## config.mk

```make
export PLATFORM = sky130hd
export DESIGN_NAME = video_window_overlay_regs
export DESIGN_NICKNAME = d
export VERILOG_FILES = /design/src/overlay_regs_pkg.sv /design/src/scale_stepper.sv /design/src/line_addr_gen.sv /design/src/video_window_overlay_regs.sv
export SDC_FILE = /design/constraint.sdc
export NUM_CORES = 1
export LEC_CHECK = 0
export BUFFER_PORTS_ARGS = -buffer_cell sky130_fd_sc_hd__buf_2
export CORE_MARGIN = 2
export CORE_UTILIZATION = 60
export DETAILED_ROUTE_END_ITERATION = 6
export HOLD_SLACK_MARGIN = 0.12
export MAX_ROUTING_LAYER = met4
export PLACE_DENSITY = 0.82
export SETUP_SLACK_MARGIN = 0.05
export SKIP_CTS_REPAIR_TIMING = 1
export SLEW_MARGIN = 20
export SYNTH_ARGS = -nofsm -noshare
export SYNTH_HDL_FRONTEND = slang
export SYNTH_HIERARCHICAL = 1
export SYNTH_SLANG_ARGS = --single-unit
```

## constraint.sdc

```tcl
create_clock -name pclk -period 4.98 [get_ports pclk]
set_input_delay 0.498 -clock pclk [delete_from_list [all_inputs] [get_ports pclk]]
set_output_delay 0.498 -clock pclk [all_outputs]
set_load 0.02 [all_outputs]
```

## src/overlay_regs_pkg.sv

```systemverilog
// Purpose: constants and carrier types for the overlay window registers
// Assumes: 32-bit APB data, one aligned word per register
// Notes: offsets are byte addresses from the video processor base
package overlay_regs_pkg;

	// Register byte offsets
	localparam logic [7:0] OFS_W1_STRETCH = 8'h24;
	localparam logic [7:0] OFS_W2_LEFT_TOP = 8'h28;
	localparam logic [7:0] OFS_W2_RIGHT_BOT = 8'h2c;
	localparam logic [7:0] OFS_W2_SRC_START = 8'h30;
	localparam logic [7:0] OFS_W2_WIDTH_OFS = 8'h34;
	localparam logic [7:0] OFS_W2_STRETCH = 8'h38;

	// Field positions and widths
	localparam int COORD_W = 11;
	localparam int LO_LSB = 0;
	localparam int HI_LSB = 16;
	localparam int SRC_ADDR_W = 19;
	localparam int PEND_BIT = 19;
	localparam int LINE_W_W = 10;
	localparam int LINE_W_LSB = 16;
	localparam int LINE_OFS_W = 10;
	localparam int LINE_OFS_LSB = 0;
	localparam int SF_W = 8;

	// Values after reset
	localparam logic [31:0] RST_STRETCH = 32'h0000_0000;
	localparam logic [COORD_W-1:0] RST_COORD = 11'h000;
	localparam logic [SRC_ADDR_W-1:0] RST_SRC_ADDR = 19'h0_0000;
	localparam logic [LINE_W_W-1:0] RST_LINE = 10'h000;

	// Stretch register layout, msb first
	typedef struct packed {
		logic [SF_W-1:0] init_odd;
		logic [SF_W-1:0] init_even;
		logic [SF_W-1:0] horiz;
		logic [SF_W-1:0] vert;
	} stretch_t;

	// Screen boundaries of a window
	typedef struct packed {
		logic [COORD_W-1:0] top;
		logic [COORD_W-1:0] left;
		logic [COORD_W-1:0] bottom;
		logic [COORD_W-1:0] right;
	} bounds_t;

endpackage : overlay_regs_pkg

```

## src/scale_stepper.sv

```systemverilog
// Purpose: horizontal and vertical source stepping from stretch factors
// Assumes: step strobes come from display timing on pclk
// Notes: a zero factor gives one source step per destination step
`timescale 1ns/1ns
module scale_stepper #(
	parameter int W = 8
) (
	input wire logic pclk,
	input wire logic presetn,
	input wire logic field_start,
	input wire logic field_odd,
	input wire logic pixel_step,
	input wire logic line_step,
	input wire logic [W-1:0] hfactor,
	input wire logic [W-1:0] vfactor,
	input wire logic [W-1:0] init_odd,
	input wire logic [W-1:0] init_even,
	output logic src_pix_adv,
	output logic src_line_adv
);
	logic [W-1:0] hacc_q;
	logic [W-1:0] vacc_q;
	logic [W:0] hsum;
	logic [W:0] vsum;

	// Sums with carry; carry marks a whole source pixel or a repeat
	assign hsum = {1'b0, hacc_q} + {1'b0, hfactor};
	assign vsum = {1'b0, vacc_q} + {1'b0, vfactor};
	// Zero factor steps one to one
	assign src_pix_adv = pixel_step & ((hfactor == '0) | hsum[W]);
	assign src_line_adv = line_step & ((vfactor == '0) | ~vsum[W]);

	// Horizontal phase restarts each line
	always_ff @(posedge pclk or negedge presetn) begin
		if (!presetn) begin
			hacc_q <= '0;
		end else if (line_step) begin
			hacc_q <= '0;
		end else if (pixel_step) begin
			hacc_q <= hsum[W-1:0];
		end
	end

	// Vertical phase seeded per field, so odd and even lines interleave
	always_ff @(posedge pclk or negedge presetn) begin
		if (!presetn) begin
			vacc_q <= '0;
		end else if (field_start) begin
			vacc_q <= field_odd ? init_odd : init_even;
		end else if (line_step) begin
			vacc_q <= vsum[W-1:0];
		end
	end

endmodule : scale_stepper

```

## src/line_addr_gen.sv

```systemverilog
// Purpose: source line fetch address in 64-bit units
// Assumes: frame_start and line_adv are one-cycle strobes on pclk
// Notes: the address wraps within its field width
`timescale 1ns/1ns
module line_addr_gen #(
	parameter int AW = 19,
	parameter int OW = 10
) (
	input wire logic pclk,
	input wire logic presetn,
	input wire logic frame_start,
	input wire logic [AW-1:0] base,
	input wire logic line_adv,
	input wire logic [OW-1:0] offset,
	output logic [AW-1:0] line_addr_q
);
	logic [AW-1:0] line_addr_d;

	// Offset must be narrower than the address it is added to
	if (OW < 1 || OW >= AW) begin : g_chk
		$error("OW must be between 1 and AW-1");
	end

	// Frame start wins, a frame never begins mid-pointer
	assign line_addr_d = frame_start ? base :
		AW'(line_addr_q + {{(AW-OW){1'b0}}, offset});

	always_ff @(posedge pclk or negedge presetn) begin
		if (!presetn) begin
			line_addr_q <= '0;
		end else if (frame_start || line_adv) begin
			line_addr_q <= line_addr_d;
		end
	end

endmodule : line_addr_gen

```

## src/video_window_overlay_regs.sv

```systemverilog
// Purpose: APB register bank placing and scaling overlay window two
// Assumes: timing strobes come from display logic on pclk
// Notes: zero wait states; unmapped addresses answer with pslverr
`timescale 1ns/1ns
module video_window_overlay_regs #(
	parameter int ADDR_W = 8
) (
	input wire logic pclk,
	input wire logic presetn,
	input wire logic psel,
	input wire logic penable,
	input wire logic pwrite,
	input wire logic [ADDR_W-1:0] paddr,
	input wire logic [31:0] pwdata,
	output logic [31:0] prdata,
	output logic pready,
	output logic pslverr,
	input wire logic frame_start,
	input wire logic field_start,
	input wire logic field_odd,
	input wire logic pixel_step,
	input wire logic line_step,
	output overlay_regs_pkg::bounds_t win2_bounds,
	output logic [overlay_regs_pkg::SRC_ADDR_W-1:0] win2_fetch_addr,
	output logic [overlay_regs_pkg::LINE_W_W-1:0] win2_line_width,
	output logic win2_pix_adv,
	output logic win2_line_adv,
	output logic win1_pix_adv,
	output logic win1_line_adv,
	output logic start_addr_pending
);
	localparam int AW = overlay_regs_pkg::SRC_ADDR_W;
	localparam int CW = overlay_regs_pkg::COORD_W;
	localparam int LO = overlay_regs_pkg::LO_LSB;
	localparam int HI = overlay_regs_pkg::HI_LSB;

	// Decode needs the whole 8-bit offset space
	if (ADDR_W < 8) begin : g_chk
		$error("ADDR_W must be at least 8");
	end

	overlay_regs_pkg::stretch_t w1_stretch_q;
	overlay_regs_pkg::stretch_t w2_stretch_q;
	overlay_regs_pkg::bounds_t bounds_q;
	logic [AW-1:0] src_shadow_q;
	logic [AW-1:0] src_active_q;
	logic pend_q;
	logic pend_d;
	logic [overlay_regs_pkg::LINE_W_W-1:0] line_width_q;
	logic [overlay_regs_pkg::LINE_OFS_W-1:0] line_ofs_q;
	logic [31:0] prdata_q;
	logic [31:0] rd_word;
	logic [AW-1:0] frame_base;

	// Address decode
	logic [7:0] ofs;
	logic hi_zero;
	logic sel_w1s;
	logic sel_lt;
	logic sel_rb;
	logic sel_src;
	logic sel_wo;
	logic sel_w2s;
	logic mapped;
	logic wr_en;
	logic setup;

	assign ofs = paddr[7:0];
	assign hi_zero = (paddr >> 8) == '0;
	assign sel_w1s = hi_zero && ofs == overlay_regs_pkg::OFS_W1_STRETCH;
	assign sel_lt = hi_zero && ofs == overlay_regs_pkg::OFS_W2_LEFT_TOP;
	assign sel_rb = hi_zero && ofs == overlay_regs_pkg::OFS_W2_RIGHT_BOT;
	assign sel_src = hi_zero && ofs == overlay_regs_pkg::OFS_W2_SRC_START;
	assign sel_wo = hi_zero && ofs == overlay_regs_pkg::OFS_W2_WIDTH_OFS;
	assign sel_w2s = hi_zero && ofs == overlay_regs_pkg::OFS_W2_STRETCH;
	assign mapped = sel_w1s | sel_lt | sel_rb | sel_src | sel_wo | sel_w2s;
	assign setup = psel & ~penable;
	assign wr_en = psel & penable & pwrite & mapped;

	// Every access completes at once; error only for unmapped offsets
	assign pready = 1'b1;
	assign pslverr = psel & penable & ~mapped;
	assign prdata = prdata_q;

	// Read mux; reserved bits read as zero
	always_comb begin
		rd_word = 32'h0000_0000;
		if (sel_w1s) begin
			rd_word = w1_stretch_q;
		end else if (sel_lt) begin
			rd_word[HI+:CW] = bounds_q.top;
			rd_word[LO+:CW] = bounds_q.left;
		end else if (sel_rb) begin
			rd_word[HI+:CW] = bounds_q.bottom;
			rd_word[LO+:CW] = bounds_q.right;
		end else if (sel_src) begin
			rd_word[AW-1:0] = src_shadow_q;
			rd_word[overlay_regs_pkg::PEND_BIT] = pend_q;
		end else if (sel_wo) begin
			rd_word[overlay_regs_pkg::LINE_W_LSB+:overlay_regs_pkg::LINE_W_W] =
				line_width_q;
			rd_word[overlay_regs_pkg::LINE_OFS_LSB+:overlay_regs_pkg::LINE_OFS_W]
				= line_ofs_q;
		end else if (sel_w2s) begin
			rd_word = w2_stretch_q;
		end
	end

	// Read data captured in setup, stable through the access phase
	always_ff @(posedge pclk or negedge presetn) begin
		if (!presetn) begin
			prdata_q <= 32'h0000_0000;
		end else if (setup) begin
			prdata_q <= rd_word;
		end
	end

	// Stretch registers, same layout for both windows
	always_ff @(posedge pclk or negedge presetn) begin
		if (!presetn) begin
			w1_stretch_q <= overlay_regs_pkg::RST_STRETCH;
			w2_stretch_q <= overlay_regs_pkg::RST_STRETCH;
		end else begin
			if (wr_en && sel_w1s) w1_stretch_q <= pwdata;
			if (wr_en && sel_w2s) w2_stretch_q <= pwdata;
		end
	end

	// Boundary fields taken from their bit ranges
	always_ff @(posedge pclk or negedge presetn) begin
		if (!presetn) begin
			bounds_q <= {4{overlay_regs_pkg::RST_COORD}};
		end else if (wr_en && sel_lt) begin
			bounds_q.top <= pwdata[HI+:CW];
			bounds_q.left <= pwdata[LO+:CW];
		end else if (wr_en && sel_rb) begin
			bounds_q.bottom <= pwdata[HI+:CW];
			bounds_q.right <= pwdata[LO+:CW];
		end
	end

	always_ff @(posedge pclk or negedge presetn) begin
		if (!presetn) begin
			line_width_q <= overlay_regs_pkg::RST_LINE;
			line_ofs_q <= overlay_regs_pkg::RST_LINE;
		end else if (wr_en && sel_wo) begin
			line_width_q <=
				pwdata[overlay_regs_pkg::LINE_W_LSB+:overlay_regs_pkg::LINE_W_W];
			line_ofs_q <=
				pwdata[overlay_regs_pkg::LINE_OFS_LSB+:overlay_regs_pkg::LINE_OFS_W];
		end
	end

	// Pending flag; a write in a frame-start cycle wins
	// so the fresh address is not mistaken as already taken
	assign pend_d = (wr_en && sel_src) ? pwdata[overlay_regs_pkg::PEND_BIT] :
		(frame_start ? 1'b0 : pend_q);

	// Shadow written by software, active moved only at frame start
	always_ff @(posedge pclk or negedge presetn) begin
		if (!presetn) begin
			src_shadow_q <= overlay_regs_pkg::RST_SRC_ADDR;
			src_active_q <= overlay_regs_pkg::RST_SRC_ADDR;
			pend_q <= 1'b0;
		end else begin
			if (wr_en && sel_src) src_shadow_q <= pwdata[AW-1:0];
			if (frame_start && pend_q) src_active_q <= src_shadow_q;
			pend_q <= pend_d;
		end
	end

	// Frame fetch begins at the address taking effect now
	assign frame_base = pend_q ? src_shadow_q : src_active_q;

	assign win2_bounds = bounds_q;
	assign win2_line_width = line_width_q;
	assign start_addr_pending = pend_q;

	scale_stepper #(
		.W(overlay_regs_pkg::SF_W)
	) u_win2_step (
		.pclk(pclk),
		.presetn(presetn),
		.field_start(field_start),
		.field_odd(field_odd),
		.pixel_step(pixel_step),
		.line_step(line_step),
		.hfactor(w2_stretch_q.horiz),
		.vfactor(w2_stretch_q.vert),
		.init_odd(w2_stretch_q.init_odd),
		.init_even(w2_stretch_q.init_even),
		.src_pix_adv(win2_pix_adv),
		.src_line_adv(win2_line_adv)
	);

	// Window one stepping, field seeds set the vertical phase of each field
	scale_stepper #(
		.W(overlay_regs_pkg::SF_W)
	) u_win1_step (
		.pclk(pclk),
		.presetn(presetn),
		.field_start(field_start),
		.field_odd(field_odd),
		.pixel_step(pixel_step),
		.line_step(line_step),
		.hfactor(w1_stretch_q.horiz),
		.vfactor(w1_stretch_q.vert),
		.init_odd(w1_stretch_q.init_odd),
		.init_even(w1_stretch_q.init_even),
		.src_pix_adv(win1_pix_adv),
		.src_line_adv(win1_line_adv)
	);

	// Line pointer advances by the programmed offset
	line_addr_gen #(
		.AW(AW),
		.OW(overlay_regs_pkg::LINE_OFS_W)
	) u_win2_addr (
		.pclk(pclk),
		.presetn(presetn),
		.frame_start(frame_start),
		.base(frame_base),
		.line_adv(win2_line_adv),
		.offset(line_ofs_q),
		.line_addr_q(win2_fetch_addr)
	);
endmodule : video_window_overlay_regs

```

==> metrics.txt, run 1 <==
status finished clean; post-synthesis mux area share between 10% and 20%; CORE AREA roughly 23000 sq um; Layout area overhead 12.6%; cell area after placement between 10000 and 15000 sq um; fraction of final layout cells with drive strength greater than 1 between 20% and 30%; die width between 150 and 200 um; Seq/Total Area, Yosys about 44%; fin area between 15000 and 20000 sq um; Skew-Pair Late Insertion Delay about 0.53 ns; relative slew slack approximately 32%; largest net degree at the start of global routing about 100; Starting Density 60.5%; # rows 56; # fillers ~1700; setup TNS 0 ns; Syn. warnings 6; Worst Hold Class input pin to register; post-synth cell types 85; vias in the first global route roughly 11000; fin crit period roughly 3.6 ns; top-count cell post-synth dfrtp_1; synth cell count leaders dfrtp_1, mux2_4, nor2_1, a21oi_1, mux2_2; initial antenna violation count 0; total track usage between 30% and 40%; CTS Sinks 250; Pins Over Slew Limit 0; largest cells by area after synthesis dfrtp_1, mux2_4, mux2_2, mux2_1, ha_1; drt first pass iters 5; pre-CTS WS approximately 1.9 ns; worst path required time 4.48 ns; CTS tree done; I/O pins approximately 160; Yosys reg bits between 200 and 300; GPL Wtd Cong around 0.93; Max H-tree Level 1; Compound-Gate Fraction of Synth Area around 15%; Async SR Flop Fraction 100%; CP Launch Type register; detailed-placement wirelength estimate 26200 um; Finish-stage setup viols 0; CP max FO 19; CTS root buf clkbuf_16; Vias/cell 6.42; Synth top area share 44.4%; post-synthesis adder-cell area fraction 4.44%; # nets final 1437; Leakage Power around 8 nW; full die area between 20000 and 25000 sq um; Avg WL per Cell approximately 23 um; clock buffer depth 3; Critical Path Sink Type output port; Routed Antenna Nets 0; Max Cap Viol 0; number of remaining DRC errors 0; Synth Flop Type dfrtp_1; total gr overflow 0; Final Hold Fails 0; crit-path max cell delay 0.41 ns; RSZ-0062 raised after global routing false; total power draw approximately 4.7 mW; Post-synth EDFFs 0; Worst Clk Skew approximately 0.0054 ns; Mapped Nets roughly 1300; Avg Cell Area, Syn 11.6 sq um; total number of vias between 10000 and 15000; hold slack a little over 0.2 ns; CP Cell Sequence ha_1 > inv_1 > fa_1 > nor2b_4 > o31a_1 > o311a_1 > o41ai_4 > buf_4 > buf_2; crit share post-route a little under three quarters; Critical-path top delay cell dfrtp_1; Die Span Y approximately 160 um; Peak VDD IR 0.000255 V; Cells after Synth about 1200; Post-Synthesis Cell Area 14100 sq um; CTS clock-pin slew for the worst setup and hold paths 0.06 ns; Total Wirelength about 38000 um; Final WS setup roughly 1.4 ns; WS Path Type register to output port; maximum clock frequency ~0.28 GHz; XOR/XNOR Fraction of Synth Area less than 1%; Iteration-0 DRC Markers 733; global-route wire length before repair ~60000 um; Synth Area in Simple Gates a little under an eighth; CP arrival 3.08 ns; # port buffers 160; worst-margin pin slew just over 1 ns; main combinational cell family by area after synthesis multiplexers; post-synth top area cell dfrtp_1; Power per Cell Area between 200 and 300 nW/um^2; antenna diode count 0; TritonCTS buffer count 27
[cell type report]
class	instances	area [sq um]	area share (%)
inverter	30	113	0.711
clock buffer	35	776	4.90
timing repair buffer	171	908	5.73
tap	319	399	2.52
sequential	250	6260	39.5
multi-input combinational	860	7230	45.6
clock inverter	14	161	1.02
[cell families after synthesis]
kind of cell | count (synthesis)
and+or+nand+nor | 290
other | 1
adders and majority gates | 47
DFF | 250
AOI/OAI and AO/OA | 296
xor gates and xnor gates | 7
muxes | 219
buffers and inverters | 105
[sequential cells by signal (all words and copies together) (netlist names)]
signal and flops:
win2_line_width 10, u_win2_step/hacc_q 8, u_win1_step/vacc_q 8, line_ofs_q 10
start_addr_pending 1, src_active_q 19, u_win2_step/vacc_q 8, u_win2_addr/line_addr_q 19
win2_bounds 44, src_shadow_q 19, prdata 32, w1_stretch_q 32
u_win1_step/hacc_q 8, w2_stretch_q 32
[stage by stage]
stage	std cells	util, %
finish	1679	68.1
global route	1679	68.1
CTS	1678	68.1
detailed placement	1629	64.0
global placement	1629	64.0
floorplan	1215	-
[critical path, delay by kind of cell (launching register included)]
family | cells | cell delay [ns]
AOI/OAI and AO/OA | 3 | 0.95
adders and majority gates | 2 | 0.47
buffers and inverters | 3 | 0.66
DFF | 1 | 0.41
and+or+nand+nor | 1 | 0.06
[cells in the final DEF, fill, tap and decap left out, types with 7 or more instances in the layout]
cell type	count
a211oi_1	35
a21o_1	16
a21oi_1	65
a221oi_1	7
a22o_1	14
a22oi_1	20
buf_2	159
buf_4	9
clkbuf_16	27
clkbuf_8	7
dfrtp_1	250
ha_1	42
inv_1	30
mux2_1	50
mux2_2	56
mux2_4	90
mux2i_1	23
nand2_1	33
nand2b_1	24
nand3_1	24
nand3b_1	11
nor2_1	74
nor2b_1	29
nor3_1	34
o211ai_1	20
o21a_1	8
o21ai_0	29
o221ai_1	16
[metal layers]
| metal | share of wire (%) | vias to the layer above | routed length [um] | track usage [%] |
|---|---|---|---|---|
| met3 | 7.9 | 92 | 3010 | 6.19 |
| li1 | - | 4785 | - | - |
| met2 | 46 | 495 | 17500 | 48.2 |
| met5 | 0 | - | 0 | - |
| met1 | 42 | 5404 | 16200 | 42.6 |
| met4 | 4.1 | 0 | 1590 | 13.0 |
[worst paths after layout]
kind | endpoint | slack [ns] | cells past startpoint | startpoint
max in group asynchronous | prdata[30] | 3.09 | 3 | presetn
min in group asynchronous | u_win2_addr/line_addr_q[2] | 0.55 | 2 | presetn
max reg2reg | u_win2_addr/line_addr_q[16] | 1.88 | 12 | w2_stretch_q[0]
max | win2_line_adv | 1.40 | 9 | w2_stretch_q[0]
min | w1_stretch_q[30] | 0.21 | 2 | pwdata[30]
min reg2reg | u_win1_step/hacc_q[6] | 0.50 | 2 | u_win1_step/hacc_q[6]
[report_power, final]
part	switching (mW)	total [mW]	internal (mW)
clock	0.839	2.09	1.25
combinational	0.287	0.442	0.155
sequential	0.0506	2.14	2.09
No activity file was read; power rests on OpenSTA's default activity.
==> run 2: changes to the inputs <==
- CORE_UTILIZATION: 60 -> 54
- PLACE_DENSITY: 0.82 -> 0.78
- clock period: 4.98 -> 2.9 ns (I/O delays scaled with it)
==> run 2 against run 1 <==
Against the previous run:
- the flow now finishes with violations (negative setup slack)
- combinational power up 86%
- die area grew 11%
- clock-buffer cell count is 8 higher
- register-to-register slack lost 2.0 ns
- via count up 3.3%
- sequential power up 72%
- clock power rose by 80%
- global-route usage down 1.9 points
- flip-flop and latch count stayed put
- largest cell class unchanged
- largest power group is now the clock network
==> metrics.txt, run 2 (synthesis results as in run 1) <==
RSZ-0062 raised after global routing true; clock buffer depth 3 (unchanged); worst-margin pin slew 0.963 ns (-0.0486 ns); number of remaining DRC errors 0 (unchanged); CP Cell Sequence ha_2 > inv_2 > fa_2 > nor2b_4 > o31a_1 > o311a_1 > o41ai_4 > buf_6 > buf_4; CORE AREA 25800 sq um (+11%); Max Cap Viol 0 (unchanged); fraction of final layout cells with drive strength greater than 1 31.3% (+1.8 points); status finished, violations left; fin crit period just over 3 ns; Inst Count DP 1663 (+2.1%); max reg flops 44 (unchanged); CTS clock-pin slew for the worst setup and hold paths 0.06 ns (about the same); Routed Antenna Nets 0 (unchanged); # nets final 1491 (+3.8%); crit-path max cell delay 0.39 ns (-0.02 ns); total gr overflow 0 (unchanged); CTS Sinks 250 (unchanged); total track usage 30.0% (-1.9 points); I/O pins 162 (unchanged); initial antenna violation count 1 (+1); Worst Clk Skew 0.0139 ns (+0.00855 ns); WS Path Type register to output port; # rows 59 (+5.4%); setup TNS -0.499 ns (-0.499 ns); Starting Density 54.5% (-6.0 points); delay-heaviest family, CP compound AO/OA/AOI/OAI gates; Total Wirelength 40300 um (+5.2%); total number of vias 11100 (+3.3%); CP max FO 9 (-10); Pins Over Slew Limit 0 (unchanged); Iteration-0 DRC Markers 933 (+27%); global-route wire length before repair 61700 um (+4.1%); Post-Layout Cell Count 1749 (+4.2%); Worst Hold Class input pin to register; maximum clock frequency 0.326 GHz; failing checks negative setup slack; Layout area overhead 17.1%; crit share post-route 106%; die width 165 um (+5.3%); Critical Path Sink Type output port; Avg WL per Cell 23.0 um (+1.0%); relative slew slack 35.8% (+3.4 points); TritonCTS buffer count 29 (+7.4%); GPL Wtd Cong 0.912 (-1.7%); commonest cells after routing, fill and taps aside dfrtp_1, buf_2, mux2_4; Finish-stage setup viols 6 (+6); Peak VDD IR 0.000472 V (+85%); Die Span Y 165 um (+5.3%); Max H-tree Level 1 (unchanged); Worst Path Buf+Inv 3 (unchanged); Critical-path top delay cell dfrtp_1; # port buffers 160 (unchanged); CTS root buf clkbuf_16; Skew-Pair Late Insertion Delay 0.55 ns (+0.02 ns); drt first pass iters 5 (unchanged); Final WS setup -0.166 ns (-1.57 ns); # fillers 1985 (+15%); CP Launch Type register; area of the multi-input gates 7310 sq um (+1.1%); fin util 63.8% (-4.3 points); Leakage Power 8.46 nW (+3.1%); fin area 16500 sq um (+4.0%); most common cell after layout, fill and taps aside dfrtp_1; Vias/cell 6.36 (-0.84%); Final Hold Fails 0 (unchanged); CTS tree done; Power per Cell Area 502 nW/um^2 (+70%); full die area 27400 sq um (+11%); vias in the first global route 10900 (+2.3%); total power draw 8.27 mW (+77%); cell area after placement 15100 sq um (+1.3%); worst path required time 2.61 ns (-1.87 ns); largest net degree at the start of global routing 76 (-22%); CP arrival 2.78 ns (-0.30 ns); detailed-placement wirelength estimate 27400 um (+4.8%); Reg area 6260 sq um (about the same)
-- run 2: cell types whose count changed in the layout (fill, tap and decap cells not counted), sizes merged --
cell	change
diode	+1
inv	-1
clkinv	-5
clkbuf	+8
dlygate4sd3	+26
clkinvlp	-1
buf	+26
-- run 2: per-layer routing --
layer	wire [um]	track usage (%)	vias to the layer above
met5	0	-	-
met4	1760	12.0	0
met3	2920	4.80	113
met2	18600	45.7	535
met1	17000	40.4	5585
li1	-	-	4898
-- run 2: cell type report --
| type | count | share of cell area (%) |
|---|---|---|
| antenna | 1 | 0.0152 |
| multi-input combinational | 860 | 44.4 |
| timing repair buffer | 223 | 8.48 |
| tap | 335 | 2.54 |
| sequential | 250 | 38.0 |
| clock inverter | 7 | 0.683 |
| clock buffer | 43 | 5.27 |
| inverter | 30 | 0.683 |
-- run 2: where the power goes --
| group | switching [mW] | internal [mW] |
|---|---|---|
| logic | 0.510 | 0.310 |
| clock network | 1.46 | 2.31 |
| registers | 0.0893 | 3.59 |
| total | 2.06 | 6.21 |
-- run 2: through the flow --
stage	hold slack, ns	worst slack, ns
after floorplan	-0.00559	-0.146
final	0.109	-0.166
after CTS	-0.250	-0.342
after detailed placement	0.325	0.0174
after global placement	0.318	0.0948
after global routing	0.122	-0.236
-- run 2: worst reg2reg max path, cell delays in order (launching register included) --
cell,delay (ns)
dfrtp_1,0.39
ha_2,0.21
inv_2,0.05
fa_2,0.22
nor2b_4,0.05
o31a_1,0.26
o311a_1,0.34
o41ai_4,0.33
buf_4,0.18
and3_4,0.19
and2_4,0.15
o2111a_1,0.20
nor3b_1,0.06
a221o_1,0.30
-- run 2: path summary, 6_finish.rpt --
kind                                        from                          end  slack [ns]  cells after the start
setup reg to reg                 w2_stretch_q[0]  u_win2_addr/line_addr_q[18]       -0.15                     13
min in group asynchronous                presetn   u_win2_addr/line_addr_q[2]        0.30                      2
max in group asynchronous                presetn              w1_stretch_q[0]        1.76                      3
hold / removal                         pwdata[6]              win2_bounds[28]        0.11                      2
hold reg to reg            u_win1_step/hacc_q[6]        u_win1_step/hacc_q[6]        0.49                      2
setup / recovery                 w2_stretch_q[0]                win2_line_adv       -0.17                      9
==> run 3: changes to the inputs <==
- CORE_UTILIZATION: 54 -> 40
- PLACE_DENSITY: 0.78 -> not set
==> run 3 against run 2 <==
Against the previous run:
- hold slack better by 0.015 ns
- highest routed layer unchanged
- clock-buffer cell count decreased by 2
- register-to-register slack lost 0.05 ns
- sequential power about the same
- clock power shrank 1%
- fmax fell by 1.5%
- power is 0.60% lower
- largest cell class unchanged
- the flow still finishes with violations (negative setup slack)
- critical path type unchanged
- global-route usage shrank 6.7 points
- sequential share of layout area shrank 0.43 points
- flip-flop and latch count stayed put
- via count fell by 3.4%
==> metrics.txt, run 3 (synthesis results as in run 1) <==
drt first pass iters 4 (-1); most common cell after layout, fill and taps aside dfrtp_1; Pins Over Slew Limit 0 (unchanged); relative slew slack 38.5% (+2.7 points); CTS clock-pin slew for the worst setup and hold paths 0.06 ns (about the same); Total Wirelength 41600 um (+3.2%); I/O pins 162 (unchanged); number of remaining DRC errors 0 (unchanged); pre-CTS WS 0.0664 ns (+0.0490 ns); vias in the first global route 10500 (-3.0%); Critical-path top delay cell o41ai_4; fin crit period 3.11 ns (+0.0475 ns); Max H-tree Level 1 (unchanged); Skew-Pair Late Insertion Delay 0.54 ns (about the same); die width 192 um (+16%); delay-heaviest family, CP compound AO/OA/AOI/OAI gates; # nets final 1497 (+0.40%); Avg WL per Cell 22.2 um (-3.8%); Vias/cell 5.73 (-10%); Layout area overhead 18.5%; setup TNS -0.951 ns (-0.452 ns); GPL Wtd Cong 0.855 (-6.2%); total number of vias 10700 (-3.4%); CTS Sinks 250 (unchanged); clock buffer depth 3 (unchanged); Routed Antenna Nets 0 (unchanged); WS Path Type register to output port; initial antenna violation count 1 (unchanged); Worst Path Buf+Inv 3 (unchanged); status finished, violations left; Finish-stage setup viols 11 (+5); fin util 48.2% (-16 points); Peak VDD IR 0.000407 V (-14%); max reg flops 44 (unchanged); CTS tree done; CP max FO 7 (-2); # port buffers 160 (unchanged); failing checks negative setup slack; crit share post-route 107% (+1.6 points); worst-margin pin slew 0.919 ns (-0.0430 ns); commonest cells after routing, fill and taps aside dfrtp_1, buf_2, mux2_4; CP arrival 2.82 ns (+0.04 ns); CP Launch Type register; fraction of final layout cells with drive strength greater than 1 31.5% (+0.20 points); CTS root buf clkbuf_16; Final Hold Fails 0 (unchanged); maximum clock frequency 0.321 GHz (-1.5%); total power draw 8.22 mW (-0.60%); TritonCTS buffer count 28 (-3.4%); CP Cell Sequence ha_2 > inv_2 > fa_2 > nor2b_4 > o31a_1 > o311a_1 > o41ai_4 > buf_6 > buf_6; Power per Cell Area 493 nW/um^2 (-1.8%); # rows 68 (+15%); global-route wire length before repair 63700 um (+3.2%); CP dominant cell by count buf_6; detailed-placement wirelength estimate 29300 um (+7.1%); total track usage 23.2% (-6.7 points); hold slack 0.125 ns (+0.0154 ns); largest net degree at the start of global routing 70 (-7.9%); worst path required time 2.61 ns (about the same); full die area 36700 sq um (+34%); RSZ-0062 raised after global routing true; Final WS setup -0.213 ns (-0.0475 ns); Worst Hold Class input pin to register; Critical Path Sink Type output port; Worst Clk Skew 0.00806 ns (-0.00585 ns); Leakage Power 8.49 nW (+0.39%); Max Cap Viol 0 (unchanged); crit-path max cell delay 0.45 ns (+0.06 ns); total gr overflow 0 (unchanged); Die Span Y 192 um (+16%); Starting Density 40.6% (-14 points); Iteration-0 DRC Markers 601 (-36%); CORE AREA 34600 sq um (+34%); # fillers 3172 (+60%)
run 3: cell count changes in the layout (fill, tap and decap cells not counted), sizes merged:
cell / change
buf: +5
bufinv: +1
dlygate4sd3: +2
clkinv: +2
clkbuf: -2
clkinvlp: -1
run 3: path summary, 6_finish.rpt:
kind	startpoint	end	slack, ns	depth (start not counted)
worst max-delay path	w2_stretch_q[0]	win2_line_adv	-0.21	9
worst min-delay path	pwdata[9]	win2_bounds[31]	0.12	2
min in group asynchronous	presetn	u_win1_step/hacc_q[5]	0.30	2
worst min register to register	u_win2_step/hacc_q[6]	u_win2_step/hacc_q[6]	0.48	2
max in group asynchronous	presetn	u_win1_step/vacc_q[5]	1.75	3
worst max register to register	w2_stretch_q[0]	u_win2_addr/line_addr_q[18]	-0.20	13
run 3: power breakdown:
group,switching (mW),leakage (nW),internal (mW)
clock network,1.44,0.472,2.28
logic,0.509,4.61,0.310
registers,0.0867,3.41,3.59
run 3: layout make-up:
cell class,count,area (sq um),share of cell area (%)
multi-input cells,860,7310,43.9
flip-flops and latches,250,6260,37.5
repair buffers,230,1460,8.76
clock buffers,41,811,4.86
well taps,455,569,3.41
clock inverters,9,149,0.893
inverters,30,113,0.675
diodes,1,2.50,0.0150
run 3: per-layer routing:
metal  global-route usage (%)  wire length, um
met5                        -                0
met4                     5.92             1110
met3                     4.00             2450
met2                     35.4            18900
met1                     32.3            19100
run 3: through the flow:
stage | cells | instance area, sq um
final | 1876 | 16700
after detailed placement | 1787 | 15300
after global placement | 1787 | 15300
after global routing | 1876 | 16700
after floorplan | 1215 | 14100
after CTS | 1837 | 16200
